## config.mk

```make
export PLATFORM = sky130hd
export DESIGN_NAME = msc_sideband
export DESIGN_NICKNAME = d
export VERILOG_FILES = /design/src/include/msc_pkg.sv /design/src/rtl/msc_sideband.sv /design/src/rtl/msc_twi_slave.sv
export SDC_FILE = /design/constraint.sdc
export NUM_CORES = 1
export LEC_CHECK = 0
export BUFFER_PORTS_ARGS = -buffer_cell sky130_fd_sc_hd__buf_2
export CAP_MARGIN = 40
export CORE_ASPECT_RATIO = 0.8
export CORE_MARGIN = 1.5
export CORE_UTILIZATION = 31
export CTS_CLUSTER_SIZE = 12
export DETAILED_ROUTE_END_ITERATION = 12
export PLACE_DENSITY = 0.58
export REMOVE_ABC_BUFFERS = 1
export SETUP_SLACK_MARGIN = 0.05
export SLEW_MARGIN = 20
export SYNTH_ARGS = -nofsm -noshare
export SYNTH_HDL_FRONTEND = slang
export SYNTH_HIERARCHICAL = 1
export SYNTH_SLANG_ARGS = --single-unit
```

## constraint.sdc

```tcl
create_clock -name clock_in -period 2.9 [get_ports clock_in]
set_input_delay 0.29 -clock clock_in [delete_from_list [all_inputs] [get_ports clock_in]]
set_output_delay 0.29 -clock clock_in [all_outputs]
set_load 0.01 [all_outputs]
```

## src/include/msc_pkg.sv

```systemverilog
// Package of constants for the module sideband control block
package msc_pkg;
  // Internal clock period in nanoseconds
  localparam int CLK_PERIOD_NS = 40;
  // Default minimum reset pulse length in nanoseconds
  localparam int RESET_MIN_NS = 2000;
  // Reset pulse length in cycles, rounded up
  localparam int RESET_MIN_CYC = (RESET_MIN_NS + CLK_PERIOD_NS - 1) / CLK_PERIOD_NS;
  // Settling time of the management interface after reset, in nanoseconds
  localparam int MGMT_INIT_NS = 4000;
  // Settling time in cycles, rounded up
  localparam int MGMT_INIT_CYC = (MGMT_INIT_NS + CLK_PERIOD_NS - 1) / CLK_PERIOD_NS;
  // Width of the pulse counters
  localparam int CNT_W = 16;
  // Device address of the management port on the 2-wire bus
  localparam logic [6:0] DEV_ADDR = 7'h50;
  // Offset of the status byte that holds the not-ready flag
  localparam logic [7:0] STATUS_OFFSET = 8'h02;
  // Bit position of the not-ready flag in the status byte
  localparam int NOT_READY_BIT = 0;
  // Offset of the control byte that holds the high power enable
  localparam logic [7:0] CONTROL_OFFSET = 8'h1A;
  // Bit position of the software high power enable
  localparam int HP_ENABLE_BIT = 0;
  // Offset of the interrupt source byte
  localparam logic [7:0] INT_SRC_OFFSET = 8'h03;
  // Reset values of the control bits and the flags
  localparam logic [7:0] CONTROL_RESET = 8'h00;
  localparam logic [7:0] STATUS_RESET = 8'h01;
  // Sequencer states
  typedef enum logic [1:0] {
    MSC_RESET = 2'b00,
    MSC_INIT = 2'b01,
    MSC_READY = 2'b10
  } msc_state_t;
endpackage

```

## src/rtl/msc_sideband.sv

```systemverilog
// Sideband control of a pluggable cable end module: select, reset, init mode, interrupt
`timescale 1ns/10ps
`default_nettype none
// Function
// Serial commands acted on only while selected
// Host drives one select line per module
// Memory map reached through serial clock, data
// Long reset low restores all defaults
// Host ignores status until reset completes
// Completion asserts interrupt, clears not-ready flag
// Completion interrupt posted after power-up too
// Init-mode input pulled up internally
// Init high: low power until software enables
// Init low: high power after interface ready
// Host keeps init-mode level while present
// Presence line tied to ground
// Interrupt driven low on fault or status
// Host reads source over serial interface
// Interrupt is open-collector pull-down only
// Inputs synchronised, reset low time counted
module msc_sideband
#(
  parameter int RESET_MIN = msc_pkg::RESET_MIN_CYC, // Minimum reset pulse in cycles
  parameter int INIT_CYC = msc_pkg::MGMT_INIT_CYC // Interface settling in cycles
)
(
  input wire logic clock_in, // Module clock, 25 MHz
  input wire logic sys_rst_in, // Synchronous power-on reset
  input wire logic module_select_n_in, // Select pin, low selects
  input wire logic module_reset_n_in, // Reset pin, low resets
  input wire logic init_control_select_in, // Init mode pin level
  input wire logic init_control_driven_in, // High while host drives init mode
  input wire logic scl_in, // Serial clock pin
  input wire logic sda_in, // Serial data pin level
  output logic sda_out, // Serial data drive value
  output logic sda_oe_out, // Serial data drive enable
  input wire logic fault_in, // Operational fault from the core
  output logic interrupt_n_out, // Interrupt drive value, always low
  output logic interrupt_n_oe_out, // Interrupt pull-down enable
  output logic module_present_n_out, // Presence line level, tied low
  output logic low_power_select_out, // High while in low power mode
  output logic data_not_ready_out // Not-ready flag as held in the map
);
  // Synchroniser stages
  logic [1:0] sel_sync_reg, rst_sync_reg, init_sync_reg, scl_sync_reg, sda_sync_reg;
  logic init_raw; // Pin level with internal pull-up
  logic sel_n, rst_n, init_lvl; // Synchronised levels
  logic [msc_pkg::CNT_W-1:0] rcnt_reg, rcnt_next; // Reset low counter
  logic [msc_pkg::CNT_W-1:0] icnt_reg, icnt_next; // Settling counter
  msc_pkg::msc_state_t st_reg, st_next; // Sequencer
  logic [7:0] ctrl_reg, ctrl_next; // Control byte
  logic nr_reg, nr_next; // Not-ready flag
  logic done_reg, done_next; // Sticky reset-complete source
  logic flt_reg, flt_next; // Sticky fault source
  logic int_reg, int_next; // Interrupt pull-down
  logic lp_reg, lp_next; // Low power mode
  logic soft_rst; // Full reset request
  logic [7:0] wa, wd, ra, rdat; // Map access
  logic ws, rs, twi_oe;

  // Undriven init pin reads high
  assign init_raw = init_control_driven_in ? init_control_select_in : 1'b1;

  // Two-stage synchronisers on every pin input
  always_ff @(posedge clock_in)
  begin
    if (sys_rst_in)
    begin
      sel_sync_reg <= 2'b11;
      rst_sync_reg <= 2'b11;
      init_sync_reg <= 2'b11;
      scl_sync_reg <= 2'b11;
      sda_sync_reg <= 2'b11;
    end
    else
    begin
      sel_sync_reg <= {sel_sync_reg[0], module_select_n_in};
      rst_sync_reg <= {rst_sync_reg[0], module_reset_n_in};
      init_sync_reg <= {init_sync_reg[0], init_raw};
      scl_sync_reg <= {scl_sync_reg[0], scl_in};
      sda_sync_reg <= {sda_sync_reg[0], sda_in};
    end
  end

  assign sel_n = sel_sync_reg[1];
  assign rst_n = rst_sync_reg[1];
  assign init_lvl = init_sync_reg[1];
  // Reset counted long enough triggers a complete reset
  assign soft_rst = !rst_n && (rcnt_reg >= msc_pkg::CNT_W'(RESET_MIN));

  // Serial slave for the management map, live only while selected
  msc_twi_slave u_twi
  (
    .clock_in(clock_in),
    .sys_rst_in(sys_rst_in | soft_rst),
    .enable_in(~sel_n),
    .scl_in(scl_sync_reg[1]),
    .sda_in(sda_sync_reg[1]),
    .sda_oe_out(twi_oe),
    .wr_addr_out(wa),
    .wr_data_out(wd),
    .wr_strobe_out(ws),
    .rd_addr_out(ra),
    .rd_data_in(rdat),
    .rd_strobe_out(rs)
  );

  // Read mux of the map: status, interrupt sources, control
  always_comb
  begin
    rdat = 8'h00;
    if (ra == msc_pkg::STATUS_OFFSET)
    begin
      rdat[msc_pkg::NOT_READY_BIT] = nr_reg;
    end
    else if (ra == msc_pkg::INT_SRC_OFFSET)
    begin
      rdat = {6'h00, flt_reg, done_reg};
    end
    else if (ra == msc_pkg::CONTROL_OFFSET)
    begin
      rdat = ctrl_reg;
    end
  end

  // Next values of the sequencer, flags and power mode
  always_comb
  begin
    st_next = st_reg;
    rcnt_next = rcnt_reg;
    icnt_next = icnt_reg;
    ctrl_next = ctrl_reg;
    nr_next = nr_reg;
    done_next = done_reg;
    flt_next = flt_reg | fault_in;
    lp_next = lp_reg;
    // Count reset low time, saturating
    if (rst_n)
    begin
      rcnt_next = '0;
    end
    else if (rcnt_reg != '1)
    begin
      rcnt_next = rcnt_reg + msc_pkg::CNT_W'(1);
    end
    // Software writes to the control byte
    if (ws && wa == msc_pkg::CONTROL_OFFSET)
    begin
      ctrl_next = wd;
    end
    // Reading the source byte clears it; a new event wins
    if (rs && ra == msc_pkg::INT_SRC_OFFSET)
    begin
      done_next = 1'b0;
      flt_next = fault_in;
    end
    case (st_reg)
      msc_pkg::MSC_RESET:
      begin
        // Hold here while the reset pin stays low
        nr_next = 1'b1;
        lp_next = 1'b1;
        icnt_next = '0;
        if (rst_n)
        begin
          st_next = msc_pkg::MSC_INIT;
        end
      end
      msc_pkg::MSC_INIT:
      begin
        icnt_next = icnt_reg + msc_pkg::CNT_W'(1);
        if (icnt_reg >= msc_pkg::CNT_W'(INIT_CYC))
        begin
          // Completion: clear not-ready, post interrupt
          nr_next = 1'b0;
          done_next = 1'b1;
          st_next = msc_pkg::MSC_READY;
        end
      end
      msc_pkg::MSC_READY:
      begin
        // Init low: hardware control goes high power
        // Init high: wait for software enable
        lp_next = init_lvl ? ~ctrl_reg[msc_pkg::HP_ENABLE_BIT] : 1'b0;
      end
      default:
      begin
        st_next = msc_pkg::MSC_RESET;
      end
    endcase
    // Complete reset restores every default
    if (soft_rst)
    begin
      st_next = msc_pkg::MSC_RESET;
      ctrl_next = msc_pkg::CONTROL_RESET;
      nr_next = 1'b1;
      done_next = 1'b0;
      flt_next = 1'b0;
      lp_next = 1'b1;
    end
    // Pull interrupt low while any source is pending
    int_next = done_next | flt_next;
  end

  // Registers of the sequencer; power-up enters reset sequence
  always_ff @(posedge clock_in)
  begin
    if (sys_rst_in)
    begin
      st_reg <= msc_pkg::MSC_RESET;
      rcnt_reg <= '0;
      icnt_reg <= '0;
      ctrl_reg <= msc_pkg::CONTROL_RESET;
      nr_reg <= msc_pkg::STATUS_RESET[msc_pkg::NOT_READY_BIT];
      done_reg <= 1'b0;
      flt_reg <= 1'b0;
      int_reg <= 1'b0;
      lp_reg <= 1'b1;
    end
    else
    begin
      st_reg <= st_next;
      rcnt_reg <= rcnt_next;
      icnt_reg <= icnt_next;
      ctrl_reg <= ctrl_next;
      nr_reg <= nr_next;
      done_reg <= done_next;
      flt_reg <= flt_next;
      int_reg <= int_next;
      lp_reg <= lp_next;
    end
  end

  // Open-collector outputs: value low, enable pulls down
  assign interrupt_n_out = 1'b0;
  assign interrupt_n_oe_out = int_reg;
  assign sda_out = 1'b0;
  assign sda_oe_out = twi_oe;
  // Presence line tied to ground
  assign module_present_n_out = 1'b0;
  assign low_power_select_out = lp_reg;
  assign data_not_ready_out = nr_reg;
endmodule
`default_nettype wire

```

## src/rtl/msc_twi_slave.sv

```systemverilog
// Byte-wide 2-wire serial slave that reads and writes the management map
`timescale 1ns/10ps
`default_nettype none
module msc_twi_slave
(
  input wire logic clock_in, // Module clock
  input wire logic sys_rst_in, // Synchronous reset, active high
  input wire logic enable_in, // Select held low, bus is live
  input wire logic scl_in, // Synchronised serial clock
  input wire logic sda_in, // Synchronised serial data
  output logic sda_oe_out, // Pull data low while high
  output logic [7:0] wr_addr_out, // Address of a write
  output logic [7:0] wr_data_out, // Data of a write
  output logic wr_strobe_out, // One-cycle write pulse
  output logic [7:0] rd_addr_out, // Address being read
  input wire logic [7:0] rd_data_in, // Data at rd_addr_out
  output logic rd_strobe_out // One-cycle pulse after a byte is read
);
  // Bus phases
  typedef enum logic [2:0] {
    TW_IDLE = 3'b000,
    TW_DEV = 3'b001,
    TW_ACK = 3'b010,
    TW_WDATA = 3'b011,
    TW_RDATA = 3'b100,
    TW_RACK = 3'b101
  } msc_twi_t;

  msc_twi_t st_reg, st_next; // Phase
  logic scl_reg, sda_reg; // Previous line levels
  logic [7:0] sh_reg, sh_next; // Shift register
  logic [3:0] bit_reg, bit_next; // Bit counter
  logic [7:0] ptr_reg, ptr_next; // Map pointer
  logic have_ptr_reg, have_ptr_next; // Pointer byte received
  logic rd_reg, rd_next; // Read transfer
  logic oe_reg, oe_next; // Data pull-down
  logic wr_reg, wr_next; // Write pulse
  logic [7:0] wd_reg, wd_next; // Write data
  logic rs_reg, rs_next; // Read pulse
  logic rise, fall, start, stop; // Line events

  // Edge and condition detection on the synchronised lines
  always_comb
  begin
    rise = scl_in & ~scl_reg;
    fall = ~scl_in & scl_reg;
    start = scl_in & scl_reg & sda_reg & ~sda_in;
    stop = scl_in & scl_reg & ~sda_reg & sda_in;
  end

  // Next-state logic of the slave
  always_comb
  begin
    st_next = st_reg;
    sh_next = sh_reg;
    bit_next = bit_reg;
    ptr_next = ptr_reg;
    have_ptr_next = have_ptr_reg;
    rd_next = rd_reg;
    oe_next = oe_reg;
    wr_next = 1'b0;
    wd_next = wd_reg;
    rs_next = 1'b0;
    // Advance the pointer one cycle after the read pulse, so the map still sees the byte read
    if (rs_reg)
    begin
      ptr_next = ptr_reg + 8'h01;
    end
    if (!enable_in || stop)
    begin
      // Deselected or stopped: release the line
      st_next = TW_IDLE;
      oe_next = 1'b0;
    end
    else if (start)
    begin
      st_next = TW_DEV;
      bit_next = 4'h0;
      oe_next = 1'b0;
      have_ptr_next = 1'b0;
    end
    else
    begin
      case (st_reg)
        TW_IDLE:
        begin
          oe_next = 1'b0;
        end
        TW_DEV, TW_WDATA:
        begin
          if (rise)
          begin
            sh_next = {sh_reg[6:0], sda_in};
            bit_next = bit_reg + 4'h1;
          end
          if (fall && bit_reg == 4'h8)
          begin
            bit_next = 4'h0;
            if (st_reg == TW_DEV)
            begin
              // Acknowledge only our own address
              if (sh_reg[7:1] == msc_pkg::DEV_ADDR)
              begin
                oe_next = 1'b1;
                rd_next = sh_reg[0];
                st_next = TW_ACK;
              end
              else
              begin
                st_next = TW_IDLE;
              end
            end
            else
            begin
              oe_next = 1'b1;
              st_next = TW_ACK;
              if (!have_ptr_reg)
              begin
                ptr_next = sh_reg;
                have_ptr_next = 1'b1;
              end
              else
              begin
                // Write into the map, pointer then advances
                wr_next = 1'b1;
                wd_next = sh_reg;
                ptr_next = ptr_reg + 8'h01;
              end
            end
          end
        end
        TW_ACK:
        begin
          if (fall)
          begin
            if (rd_reg)
            begin
              // Drive first data bit, low bits pull down
              oe_next = ~rd_data_in[7];
              sh_next = {rd_data_in[6:0], 1'b0};
              bit_next = 4'h1;
              st_next = TW_RDATA;
            end
            else
            begin
              oe_next = 1'b0;
              st_next = TW_WDATA;
            end
          end
        end
        TW_RDATA:
        begin
          if (fall)
          begin
            if (bit_reg == 4'h8)
            begin
              oe_next = 1'b0;
              st_next = TW_RACK;
              rs_next = 1'b1;
            end
            else
            begin
              oe_next = ~sh_reg[7];
              sh_next = {sh_reg[6:0], 1'b0};
              bit_next = bit_reg + 4'h1;
            end
          end
        end
        TW_RACK:
        begin
          if (rise)
          begin
            // Master NAK ends the read
            rd_next = ~sda_in;
          end
          if (fall)
          begin
            st_next = rd_reg ? TW_ACK : TW_IDLE;
          end
        end
        default:
        begin
          st_next = TW_IDLE;
        end
      endcase
    end
  end

  // Registers of the slave
  always_ff @(posedge clock_in)
  begin
    if (sys_rst_in)
    begin
      st_reg <= TW_IDLE;
      scl_reg <= 1'b1;
      sda_reg <= 1'b1;
      sh_reg <= 8'h00;
      bit_reg <= 4'h0;
      ptr_reg <= 8'h00;
      have_ptr_reg <= 1'b0;
      rd_reg <= 1'b0;
      oe_reg <= 1'b0;
      wr_reg <= 1'b0;
      wd_reg <= 8'h00;
      rs_reg <= 1'b0;
    end
    else
    begin
      st_reg <= st_next;
      scl_reg <= scl_in;
      sda_reg <= sda_in;
      sh_reg <= sh_next;
      bit_reg <= bit_next;
      ptr_reg <= ptr_next;
      have_ptr_reg <= have_ptr_next;
      rd_reg <= rd_next;
      oe_reg <= oe_next;
      wr_reg <= wr_next;
      wd_reg <= wd_next;
      rs_reg <= rs_next;
    end
  end

  // Outputs from registers; the write address is the pointer less one
  assign sda_oe_out = oe_reg;
  assign wr_addr_out = ptr_reg - 8'h01;
  assign wr_data_out = wd_reg;
  assign wr_strobe_out = wr_reg;
  assign rd_addr_out = ptr_reg;
  assign rd_strobe_out = rs_reg;
endmodule
`default_nettype wire
```

==> metrics.md, run 1 <==
| Metric | Value |
|---|---|
| IO Pins | `16` |
| Total Routing Usage GR | `0.137` |
| Share of cells above drive strength 1 | `0.0993` |
| CTS sink cnt | `95` |
| CP Capture Point | `u_twi/sh_reg[4]$_SDFFE_PP0P_` |
| CTS Hold Bufs | `0` |
| Skew final | `0.0107 ns` |
| Num CTS Buffers | `9` |
| Critical path origin | `u_twi/bit_reg[0]$_SDFFE_PP0P_` |
| WS Path Type | `reg2reg` |
| Sequential area share after synthesis | `0.393` |
| Worst path arrival time | `2.78 ns` |
| Routability cong. | `0.841` |
| CTS resizes | `0` |
| Period utilization | `0.868` |
| Detailed Route WL | `11.0 mm` |
| Clock transition at the registers of the reported paths | `0.07 ns` |
| R2r endpoint | `u_twi/sh_reg[4]$_SDFFE_PP0P_` |
| Slew Viols, Final | `0` |
| FF-to-FF Start | `u_twi/bit_reg[0]$_SDFFE_PP0P_` |
| Clock tree root buffer cell | `clkbuf_16` |
| Vias in the first global route | `3638` |
| Row count | `40` |
| # port buffers | `12` |
| Fin Setup TNS | `0 ns` |
| Yosys top cell area share | `0.393` |
| Dpl ws | `0.526 ns` |
| Wirelength per Cell | `13.7 µm` |
| Die Span Y | `115 µm` |
| ANT cells | `0` |
| Cells after Synth | `587` |
| Library cells used by synthesis | `73` |
| Core area | `15200 µm²` |
| Largest net degree at the start of global routing | `28` |
| Drt initial violations | `413` |
| Post-synth EDFFs | `0` |
| # setup viols final | `0` |
| Average size of a mapped cell | `8.25 µm²` |
| #FFs+latches synth | `95` |
| Power per cell area | `476 nW/µm²` |
| H-tree Lvls | `3` |
| CTS Buffer Depth | `2` |
| Top_reg_cell synth | `dfxtp_1` |
| Peak VDD IR | `0.284 mV` |
| CP endpoint kind | `flip-flop` |
| Fin nets | `606` |
| Initial Util | `0.319` |
| Crit path launch type | `flip-flop` |
| Dominant cells by area after synthesis | `dfxtp_1 (39%), nor2_1 (4.6%), nand2_1 (3.5%)` |
| Setup bufs post-CTS | `0` |
| Die ar. | `16400 µm²` |
| DR vias | `4177` |
| FFs w/ async S/R, synth | `0` |
| Reg-to-reg setup timing slack | `0.38 ns` |
| Crit path required time | `3.16 ns` |
| Vias/cell | `5.20` |
| Total gr overflow | `0` |
| Placed Area | `5090 µm²` |
| Slew margin rel. | `0.494` |
| Initial antenna violation count | `0` |
| Final WS setup | `0.382 ns` |
| Reg2Reg Depth | `7` |
| Max Cap Violations | `0` |
| RSZ-0062 raised after global routing | `no` |
| Final instance area | `5380 µm²` |
| Largest area contributor in the netlist | `dfxtp_1` |
| Status | `finished clean` |
| Synth Warn # | `6` |
| First-pass GRT wire length | `17.9 mm` |
| Clock latency on the worst-skew pair | `0.35 ns` |
| Min cycle time layout | `2.52 ns` |
| Syn-to-layout area delta | `11.0%` |
| Drt pass-1 iters | `4` |
| CTS tree | `built` |
| DRC | `0` |
| Worst min path class | `in2reg` |
| Die width | `143 µm` |
| Least-Margin Pin Slew | `0.756 ns` |
| Post-DRT Antenna Nets | `0` |
| Crit-path max FO | `16` |
| LEAKAGE | `0.00181 µW` |
| Hpwl dp | `7.76 mm` |
| Max Fclk | `0.397 GHz` |
| Mapped cell area | `4840 µm²` |
| Hold Fails Final Rpt | `0` |
[synth_stat cells, types with 8 or more instances]
| cell | count |
|---|---|
| dfxtp_1 | 95 |
| nand4_1 | 11 |
| o21ai_0 | 29 |
| nor3_1 | 21 |
| a21oi_1 | 30 |
| nand3_1 | 23 |
| or2_2 | 14 |
| nor4_1 | 17 |
| inv_1 | 30 |
| ha_1 | 8 |
| nand2_1 | 45 |
| a211oi_1 | 8 |
| xnor2_1 | 16 |
| or3_1 | 12 |
| nand2b_1 | 10 |
| clkbuf_1 | 18 |
| nor2_1 | 60 |
| mux2i_1 | 11 |
| a31oi_1 | 11 |
[worst min-delay path by stage]
stage / startpoint / endpoint / slack (ns) / cells past startpoint
final: module_select_n_in / sel_sync_reg[0]$_SDFF_PP1_ / 0.13 / 2
after global routing: module_select_n_in / sel_sync_reg[0]$_SDFF_PP1_ / 0.12 / 2
after CTS: module_select_n_in / sel_sync_reg[0]$_SDFF_PP1_ / 0.11 / 2
after detailed placement: sel_sync_reg[0]$_SDFF_PP1_ / sel_sync_reg[1]$_SDFF_PP1_ / 0.39 / 1
after global placement: sel_sync_reg[0]$_SDFF_PP1_ / sel_sync_reg[1]$_SDFF_PP1_ / 0.39 / 1
after floorplan: sys_rst_in / icnt_reg[1]$_SDFFE_PP0P_ / 0.36 / 1
[power by group]
group / internal, µW / leakage (µW) / switching [µW]
Clock: 607 / 0.000135 / 520
Combinational: 35.2 / 0.000902 / 60.0
Sequential: 1320 / 0.000769 / 15.7
Total: 1960 / 0.00181 / 596
[kinds of logic (layout without fill, tap and decap cells)]
kind of cell | count (synthesis) | in the layout | synth area share
buffers and inverters | 60 | 65 | 0.0519
adder cells (fa/ha/maj) | 9 | 9 | 0.0227
other | 1 | 3 | 0.000774
XOR/XNOR | 23 | 23 | 0.0416
AO/OA/AOI/OAI | 132 | 132 | 0.189
AND/OR/NAND/NOR | 256 | 256 | 0.279
flip-flops | 95 | 95 | 0.393
multiplexers | 11 | 11 | 0.0227
[critical path, cell delays in order (launching register included)]
cell	delay, ns
dfxtp_1	0.42
inv_1	0.07
ha_1	0.20
and3b_1	0.29
a211o_1	0.38
a211oi_4	0.65
nor2_1	0.14
a311oi_2	0.28
[layer usage]
metal | track usage | vias to the layer above | routed length [µm]
met5 | 0 | - | 0
met4 | 0.0344 | 0 | 102
met3 | 0.0400 | 9 | 647
met2 | 0.201 | 121 | 4660
met1 | 0.196 | 1929 | 5610
li1 | - | 2118 | -
[cell type report]
type,count,area (µm²)
clock inverters,6,46.3
multi-input cells,434,2700
repair buffers,19,113
well taps,210,263
clock buffers,10,239
flip-flops and latches,95,1900
inverters,30,113
fillers,1537,9790
[through the flow]
step	power, µW	hold slack [ns]	util	cells
final	2560	0.126	0.354	804
after floorplan	1430	0.362	-	559
after global placement	1460	0.395	0.336	788
after detailed placement	1460	0.392	0.336	788
after CTS	2600	0.110	0.354	804
after global routing	2670	0.120	0.354	804
[cell usage in the layout (no fill, tap or decap), types with 7 or more instances in the layout]
master	netlist	final
inv_1	30	30
or3_1	12	12
nor2b_1	7	7
clkbuf_16	0	9
a21oi_1	30	30
nand3_1	23	23
a311oi_1	7	7
and2_1	7	7
nor2_1	60	60
nor4_1	17	17
buf_2	6	12
nor3_1	21	21
xor2_1	7	7
nand4_1	11	11
xnor2_1	16	16
nand2_1	45	45
a31oi_1	11	11
nand2b_1	10	10
a211oi_1	8	8
ha_1	8	8
mux2i_1	11	11
buf_4	3	7
dfxtp_1	95	95
o21ai_0	29	29
or2_2	14	14
No activity file was read; power rests on OpenSTA's default activity.
==> run 2, diff against run 1 <==
--- a/config.mk
+++ b/config.mk
@@ -5,6 +5,7 @@
 export SDC_FILE = /design/constraint.sdc
 export NUM_CORES = 1
 export LEC_CHECK = 0
+export ABC_AREA = 1
 export BUFFER_PORTS_ARGS = -buffer_cell sky130_fd_sc_hd__buf_2
 export CAP_MARGIN = 40
 export CORE_ASPECT_RATIO = 0.8
@@ -12,7 +13,7 @@
 export CORE_UTILIZATION = 31
 export CTS_CLUSTER_SIZE = 12
 export DETAILED_ROUTE_END_ITERATION = 12
-export PLACE_DENSITY = 0.58
+export PLACE_DENSITY = 0.57
 export REMOVE_ABC_BUFFERS = 1
 export SETUP_SLACK_MARGIN = 0.05
 export SLEW_MARGIN = 20
==> metrics.md, run 2 <==
| Metric | Value |
|---|---|
| Status | `finished clean` |
| Total gr overflow | `0` |
| Cell mode on critical path | `nand2_1` |
| Crit path launch type | `flip-flop` |
| Syn-to-layout area delta | `10.1%` |
| Peak VDD IR | `0.285 mV` |
| Vias/cell | `4.55` |
| Slew Viols, Final | `0` |
| CTS Buffer Depth | `2` |
| H-tree Lvls | `3` |
| Slew margin rel. | `0.610` |
| Hold path depth | `2` |
| Crit path required time | `3.13 ns` |
| Skew final | `0.0101 ns` |
| Top_reg_cell synth | `dfxtp_1` |
| Most frequent cell after synthesis | `nand2_1` |
| Least-Margin Pin Slew | `0.582 ns` |
| Vias in the first global route | `4174` |
| Sequential area share after synthesis | `0.354` |
| Fin util | `0.353` |
| Clock latency on the worst-skew pair | `0.35 ns` |
| Largest area contributor in the netlist | `dfxtp_1` |
| Initial Util | `0.320` |
| CP Cell Sequence | `inv_1 -> ha_1 -> inv_1 -> nor2_1 -> nand2_1 -> o211ai_1 -> nand2_1 -> nor3b_4 -> nand3_2 -> nand2_1 -> a21oi_2` |
| Hold_sp | `scl_in` |
| Detailed Route WL | `12.1 mm` |
| Worst path arrival time | `2.39 ns` |
| Commonest non-fill, non-tap cell in the layout | `nand2_1` |
| # port buffers | `12` |
| RSZ-0062 raised after global routing | `no` |
| Cells after Synth | `801` |
| Core area | `16800 µm²` |
| FFs w/ async S/R, synth | `0` |
| Hold_ws | `0.113 ns` |
| Commonest cells after routing, fill and taps aside | `nand2_1 (187), inv_1 (114), nor2_1 (104)` |
| Row count | `42` |
| Wirelength per Cell | `11.7 µm` |
| Max Cap Violations | `0` |
| Crit-path max FO | `9` |
| Die ar. | `18100 µm²` |
| CTS resizes | `0` |
| Library cells used by synthesis | `40` |
| Power per cell area | `447 nW/µm²` |
| Max Fclk | `0.464 GHz` |
| FF-to-FF Start | `u_twi/rd_addr_out[0]$_SDFF_PP0_` |
| Largest net degree at the start of global routing | `20` |
| Hold Fails Final Rpt | `0` |
| Dominant cells by area after synthesis | `dfxtp_1 (35%), nand2_1 (13%), inv_1 (8.0%)` |
| Reg2Reg Depth | `11` |
| Worst path slowest cell | `nor3b_4` |
| Worst Hold Endpoint | `scl_sync_reg[0]$_SDFF_PP1_` |
| Clock transition at the registers of the reported paths | `0.07 ns` |
| Most instantiated cells after synthesis | `nand2_1 (187), inv_1 (114), nor2_1 (104)` |
| Total power | `2640 µW` |
| Min cycle time layout | `2.16 ns` |
| Drt initial violations | `344` |
| Yosys top cell area share | `0.354` |
| Reg-to-reg setup timing slack | `0.74 ns` |
| Clock tree root buffer cell | `clkbuf_16` |
| CTS Hold Bufs | `0` |
| Mapped cell area | `5370 µm²` |
| Total Routing Usage GR | `0.143` |
| Die Span Y | `121 µm` |
| ANT cells | `0` |
| CTS tree | `built` |
| Fin Setup TNS | `0 ns` |
| Period utilization | `0.743` |
| Hpwl dp | `9.00 mm` |
| DRC | `0` |
| Fin nets | `827` |
| Critical path origin | `u_twi/rd_addr_out[0]$_SDFF_PP0_` |
| Post-synth EDFFs | `0` |
| #FFs+latches synth | `95` |
| Setup bufs post-CTS | `0` |
| Worst min path class | `in2reg` |
| Synth Warn # | `6` |
| Initial antenna violation count | `0` |
| IO Pins | `16` |
| # setup viols final | `0` |
| WS Path Type | `reg2reg` |
| Num CTS Buffers | `9` |
| CTS sink cnt | `95` |
| R2r endpoint | `ctrl_reg[4]$_SDFFE_PP0P_` |
| Average size of a mapped cell | `6.70 µm²` |
| Drt pass-1 iters | `5` |
| Crit-path max cell delay | `0.38 ns` |
| Post-DRT Antenna Nets | `0` |
| DR vias | `4714` |
| Share of cells above drive strength 1 | `0.123` |
| Die width | `150 µm` |
| LEAKAGE | `0.00251 µW` |
| Routability cong. | `0.814` |
| First-pass GRT wire length | `20.5 mm` |
| CP endpoint kind | `flip-flop` |
==> run 2: cell count changes in the layout (fill, tap and decap cells not counted), moves of 20 or more <==
cell / before / now
a21oi_1: 30 / 50
inv_1: 30 / 114
nor2_1: 60 / 104
nand2_1: 45 / 187
nand3_1: 23 / 57
==> run 2: cells by family (layout without fill, tap and decap cells) <==
group           Yosys count  after routing  share of synthesized area
buf+inv                 143            155                      0.112
compound gates          116            116                      0.122
flops                    95             95                      0.354
simple gates            422            422                      0.367
fa+ha+maj                 8              8                     0.0186
xor+xnor                 16             16                     0.0261
other cells               1              3                   0.000698
==> run 2: layer usage <==
layer / track usage / wire, µm
met4: 0.0453 / 159
met2: 0.202 / 4930
met1: 0.215 / 6600
met5: 0 / 0
met3: 0.0260 / 390
==> run 2: critical path, delay by kind of cell, from the launching register on <==
kind / cells / cell delay (ns)
adders and majority gates: 1 / 0.20
DFF: 1 / 0.37
buffers and inverters: 2 / 0.20
and+or+nand+nor: 6 / 1.12
AOI/OAI and AO/OA: 2 / 0.16
==> run 2: how the worst max path moves through the flow <==
stage,end,slack (ns),cells after the start
CTS,ctrl_reg[4]$_SDFFE_PP0P_,0.74,11
finish,ctrl_reg[4]$_SDFFE_PP0P_,0.74,11
floorplan,u_twi/rd_strobe_out$_SDFF_PP0_,0.70,11
global placement,ctrl_reg[6]$_SDFFE_PP0P_,0.86,10
detailed placement,ctrl_reg[4]$_SDFFE_PP0P_,0.78,10
global route,ctrl_reg[5]$_SDFFE_PP0P_,0.47,11
==> run 2: layout make-up <==
class,count,area [µm²]
flip-flops and latches,95,1900
clock inverters,7,78.8
clock buffers,9,225
inverters,123,463
repair buffers,16,90.1
fillers,1800,10900
multi-input cells,565,2880
well taps,220,275
==> run 2: power breakdown <==
part           leakage (µW)  internal (µW)  switching, µW
clock              0.000144            679            547
combinational       0.00160           28.7           59.0
sequential         0.000769           1320           8.10
==> run 2: per-stage QoR <==
stage / cells / area, µm² / worst slack, ns
floorplan: 783 / 5240 / 0.699
global placement: 1019 / 5610 / 0.863
detailed placement: 1019 / 5610 / 0.783
CTS: 1035 / 5910 / 0.744
global route: 1035 / 5910 / 0.469
finish: 1035 / 5910 / 0.745
==> run 3, diff against run 2 <==
--- a/config.mk
+++ b/config.mk
@@ -13,7 +13,7 @@
 export CORE_UTILIZATION = 31
 export CTS_CLUSTER_SIZE = 12
 export DETAILED_ROUTE_END_ITERATION = 12
-export PLACE_DENSITY = 0.57
+export PLACE_DENSITY = 0.59
 export REMOVE_ABC_BUFFERS = 1
 export SETUP_SLACK_MARGIN = 0.05
 export SLEW_MARGIN = 20
==> constraint.sdc (replaced) <==
create_clock -name clock_in -period 1.8 [get_ports clock_in]
set_input_delay 0.18 -clock clock_in [delete_from_list [all_inputs] [get_ports clock_in]]
set_output_delay 0.18 -clock clock_in [all_outputs]
set_load 0.01 [all_outputs]
==> metrics.md, run 3 (same netlist as run 2, synthesis figures left out) <==
| Metric | Value |
|---|---|
| Skew final | `0.00861 ns` |
| LEAKAGE | `0.00280 µW` |
| Status | `finished clean` |
| Crit path max-delay family | `simple AND/OR/NAND/NOR gates` |
| Least-Margin Pin Slew | `0.505 ns` |
| Critical path origin | `u_twi/rd_addr_out[0]$_SDFF_PP0_` |
| Share of cells above drive strength 1 | `0.206` |
| Crit path launch type | `flip-flop` |
| Commonest non-fill, non-tap cell in the layout | `nand2_1` |
| Initial Util | `0.320` |
| Hold path depth | `2` |
| Period utilization | `0.952` |
| Reg2Reg Depth | `10` |
| Crit-path max cell delay | `0.32 ns` |
| Total gr overflow | `0` |
| First-pass GRT wire length | `20.7 mm` |
| Worst path slowest cell | `dfxtp_2` |
| Fin Setup TNS | `0 ns` |
| Reg-to-reg setup timing slack | `0.09 ns` |
| Row count | `42` |
| FF-to-FF Start | `u_twi/rd_addr_out[0]$_SDFF_PP0_` |
| Die width | `150 µm` |
| H-tree Lvls | `3` |
| Detailed Route WL | `12.7 mm` |
| CTS tree | `built` |
| Reg power frac | `0.504` |
| Total Routing Usage GR | `0.143` |
| Final instance area | `6440 µm²` |
| Slew Viols, Final | `0` |
| Peak VDD IR | `0.437 mV` |
| Share of total power in combinational logic | `0.041` |
| Drt initial violations | `398` |
| CP Cell Sequence | `inv_2 -> buf_4 -> nand3_2 -> nor3_2 -> xor2_1 -> nor3b_2 -> buf_4 -> nand3_4 -> nand2_1 -> a21oi_2` |
| Initial antenna violation count | `0` |
| Crit-path max FO | `8` |
| Hpwl dp | `8.93 mm` |
| Worst path arrival time | `1.95 ns` |
| Wirelength per Cell | `11.7 µm` |
| CP endpoint kind | `flip-flop` |
| DRC | `0` |
| Internal | `3270 µW` |
| Vias/cell | `4.60` |
| Crit path required time | `2.04 ns` |
| Slew margin rel. | `0.663` |
| Hold_sp | `init_control_select_in` |
| Die ar. | `18100 µm²` |
| Drt pass-1 iters | `5` |
| Max Fclk | `0.583 GHz` |
| # port buffers | `12` |
| CTS sink cnt | `95` |
| Hold Fails Final Rpt | `0` |
| Syn-to-layout area delta | `20.0%` |
| Largest net degree at the start of global routing | `27` |
| Post-DRT Antenna Nets | `0` |
| # setup viols final | `0` |
| Die Span Y | `121 µm` |
| Psw | `961 µW` |
| Min cycle time layout | `1.71 ns` |
| Routability cong. | `0.865` |
| Fin nets | `870` |
| Buf+Inv Stages, Crit Path | `3` |
| Num CTS Buffers | `9` |
| Power per cell area | `657 nW/µm²` |
| Max Cap Violations | `0` |
| IO Pins | `16` |
| CTS Buffer Depth | `2` |
| Cell mode on critical path | `buf_4` |
| ANT cells | `0` |
| Number of cells on the critical path | `10` |
| Placed Area | `5860 µm²` |
| Clock tree root buffer cell | `clkbuf_16` |
| DR vias | `4954` |
| WS Path Type | `reg2reg` |
| Switching Share | `0.227` |
| RSZ-0062 raised after global routing | `yes` |
| Core area | `16800 µm²` |
| Vias in the first global route | `4243` |
| Worst min path class | `in2reg` |
| Clock transition at the registers of the reported paths | `0.07 ns` |
| Commonest cells after routing, fill and taps aside | `nand2_1 (179), inv_1 (110), nor2_1 (92)` |
| Clock latency on the worst-skew pair | `0.35 ns` |
| Clock share of power | `0.455` |
-- run 3: what timing repair did --
item,in CTS,in global routing
hold endpoints to repair,2,0
pin swaps,17,24
gates cloned,0,2
gates resized for setup,5,42
setup buffers,1,8
hold buffers,2,0
setup endpoints to repair,5,43
-- run 3: metal layers --
| layer | part of all wire | global-route usage | vias to the layer above |
|---|---|---|---|
| met3 | 0.042 | 0.0340 | 10 |
| met1 | 0.52 | 0.210 | 2211 |
| li1 | - | - | 2632 |
| met4 | 0.012 | 0.0374 | 0 |
| met5 | 0 | 0 | - |
| met2 | 0.43 | 0.205 | 101 |
-- run 3: worst paths after layout --
| path | end |
|---|---|
| setup / recovery | ctrl_reg[3]$_SDFFE_PP0P_ |
| hold / removal | init_sync_reg[0]$_SDFF_PP1_ |
| setup reg to reg | ctrl_reg[3]$_SDFFE_PP0P_ |
| hold reg to reg | sda_sync_reg[1]$_SDFF_PP1_ |
-- run 3: power groups by stage --
stage | registers [µW] | clock network [µW] | logic [µW]
3_5_place_dp | 2180 | 0 | 149
3_3_place_gp | 2180 | 0 | 148
2_1_floorplan | 2180 | 0 | 93.6
5_1_grt | 2140 | 2080 | 195
4_1_cts | 2130 | 1980 | 153
6_report | 2130 | 1920 | 175
-- run 3: layout make-up --
class                      instances  area (µm²)
inverter                         123         463
timing repair buffer              58         498
sequential                        95        1910
clock inverter                     5        57.6
multi-input combinational        566        3010
tap                              220         275
fill                            1708       10300
clock buffer                      11         233
-- run 3: worst register-to-register path, cell delays in order (launching register included) --
cell and delay (ns):
dfxtp_2 0.32, inv_2 0.07, buf_4 0.13, nand3_2 0.11
nor3_2 0.17, xor2_1 0.12, nor3b_2 0.24, buf_4 0.16
nand3_4 0.11, nand2_1 0.12, a21oi_2 0.05
-- run 3: metrics by stage --
stage	util	instances	hold slack (ns)	setup slack (ns)	total power (µW)
5_1_grt	0.384	1078	0.00209	-0.0792	4410
4_1_cts	0.369	1068	0.000743	0.0558	4270
3_5_place_dp	0.349	1049	0.365	0.0510	2330
6_report	0.384	1078	0.0137	0.0861	4230
3_3_place_gp	0.349	1049	0.366	0.0858	2330
2_1_floorplan	-	783	0.249	-0.401	2270
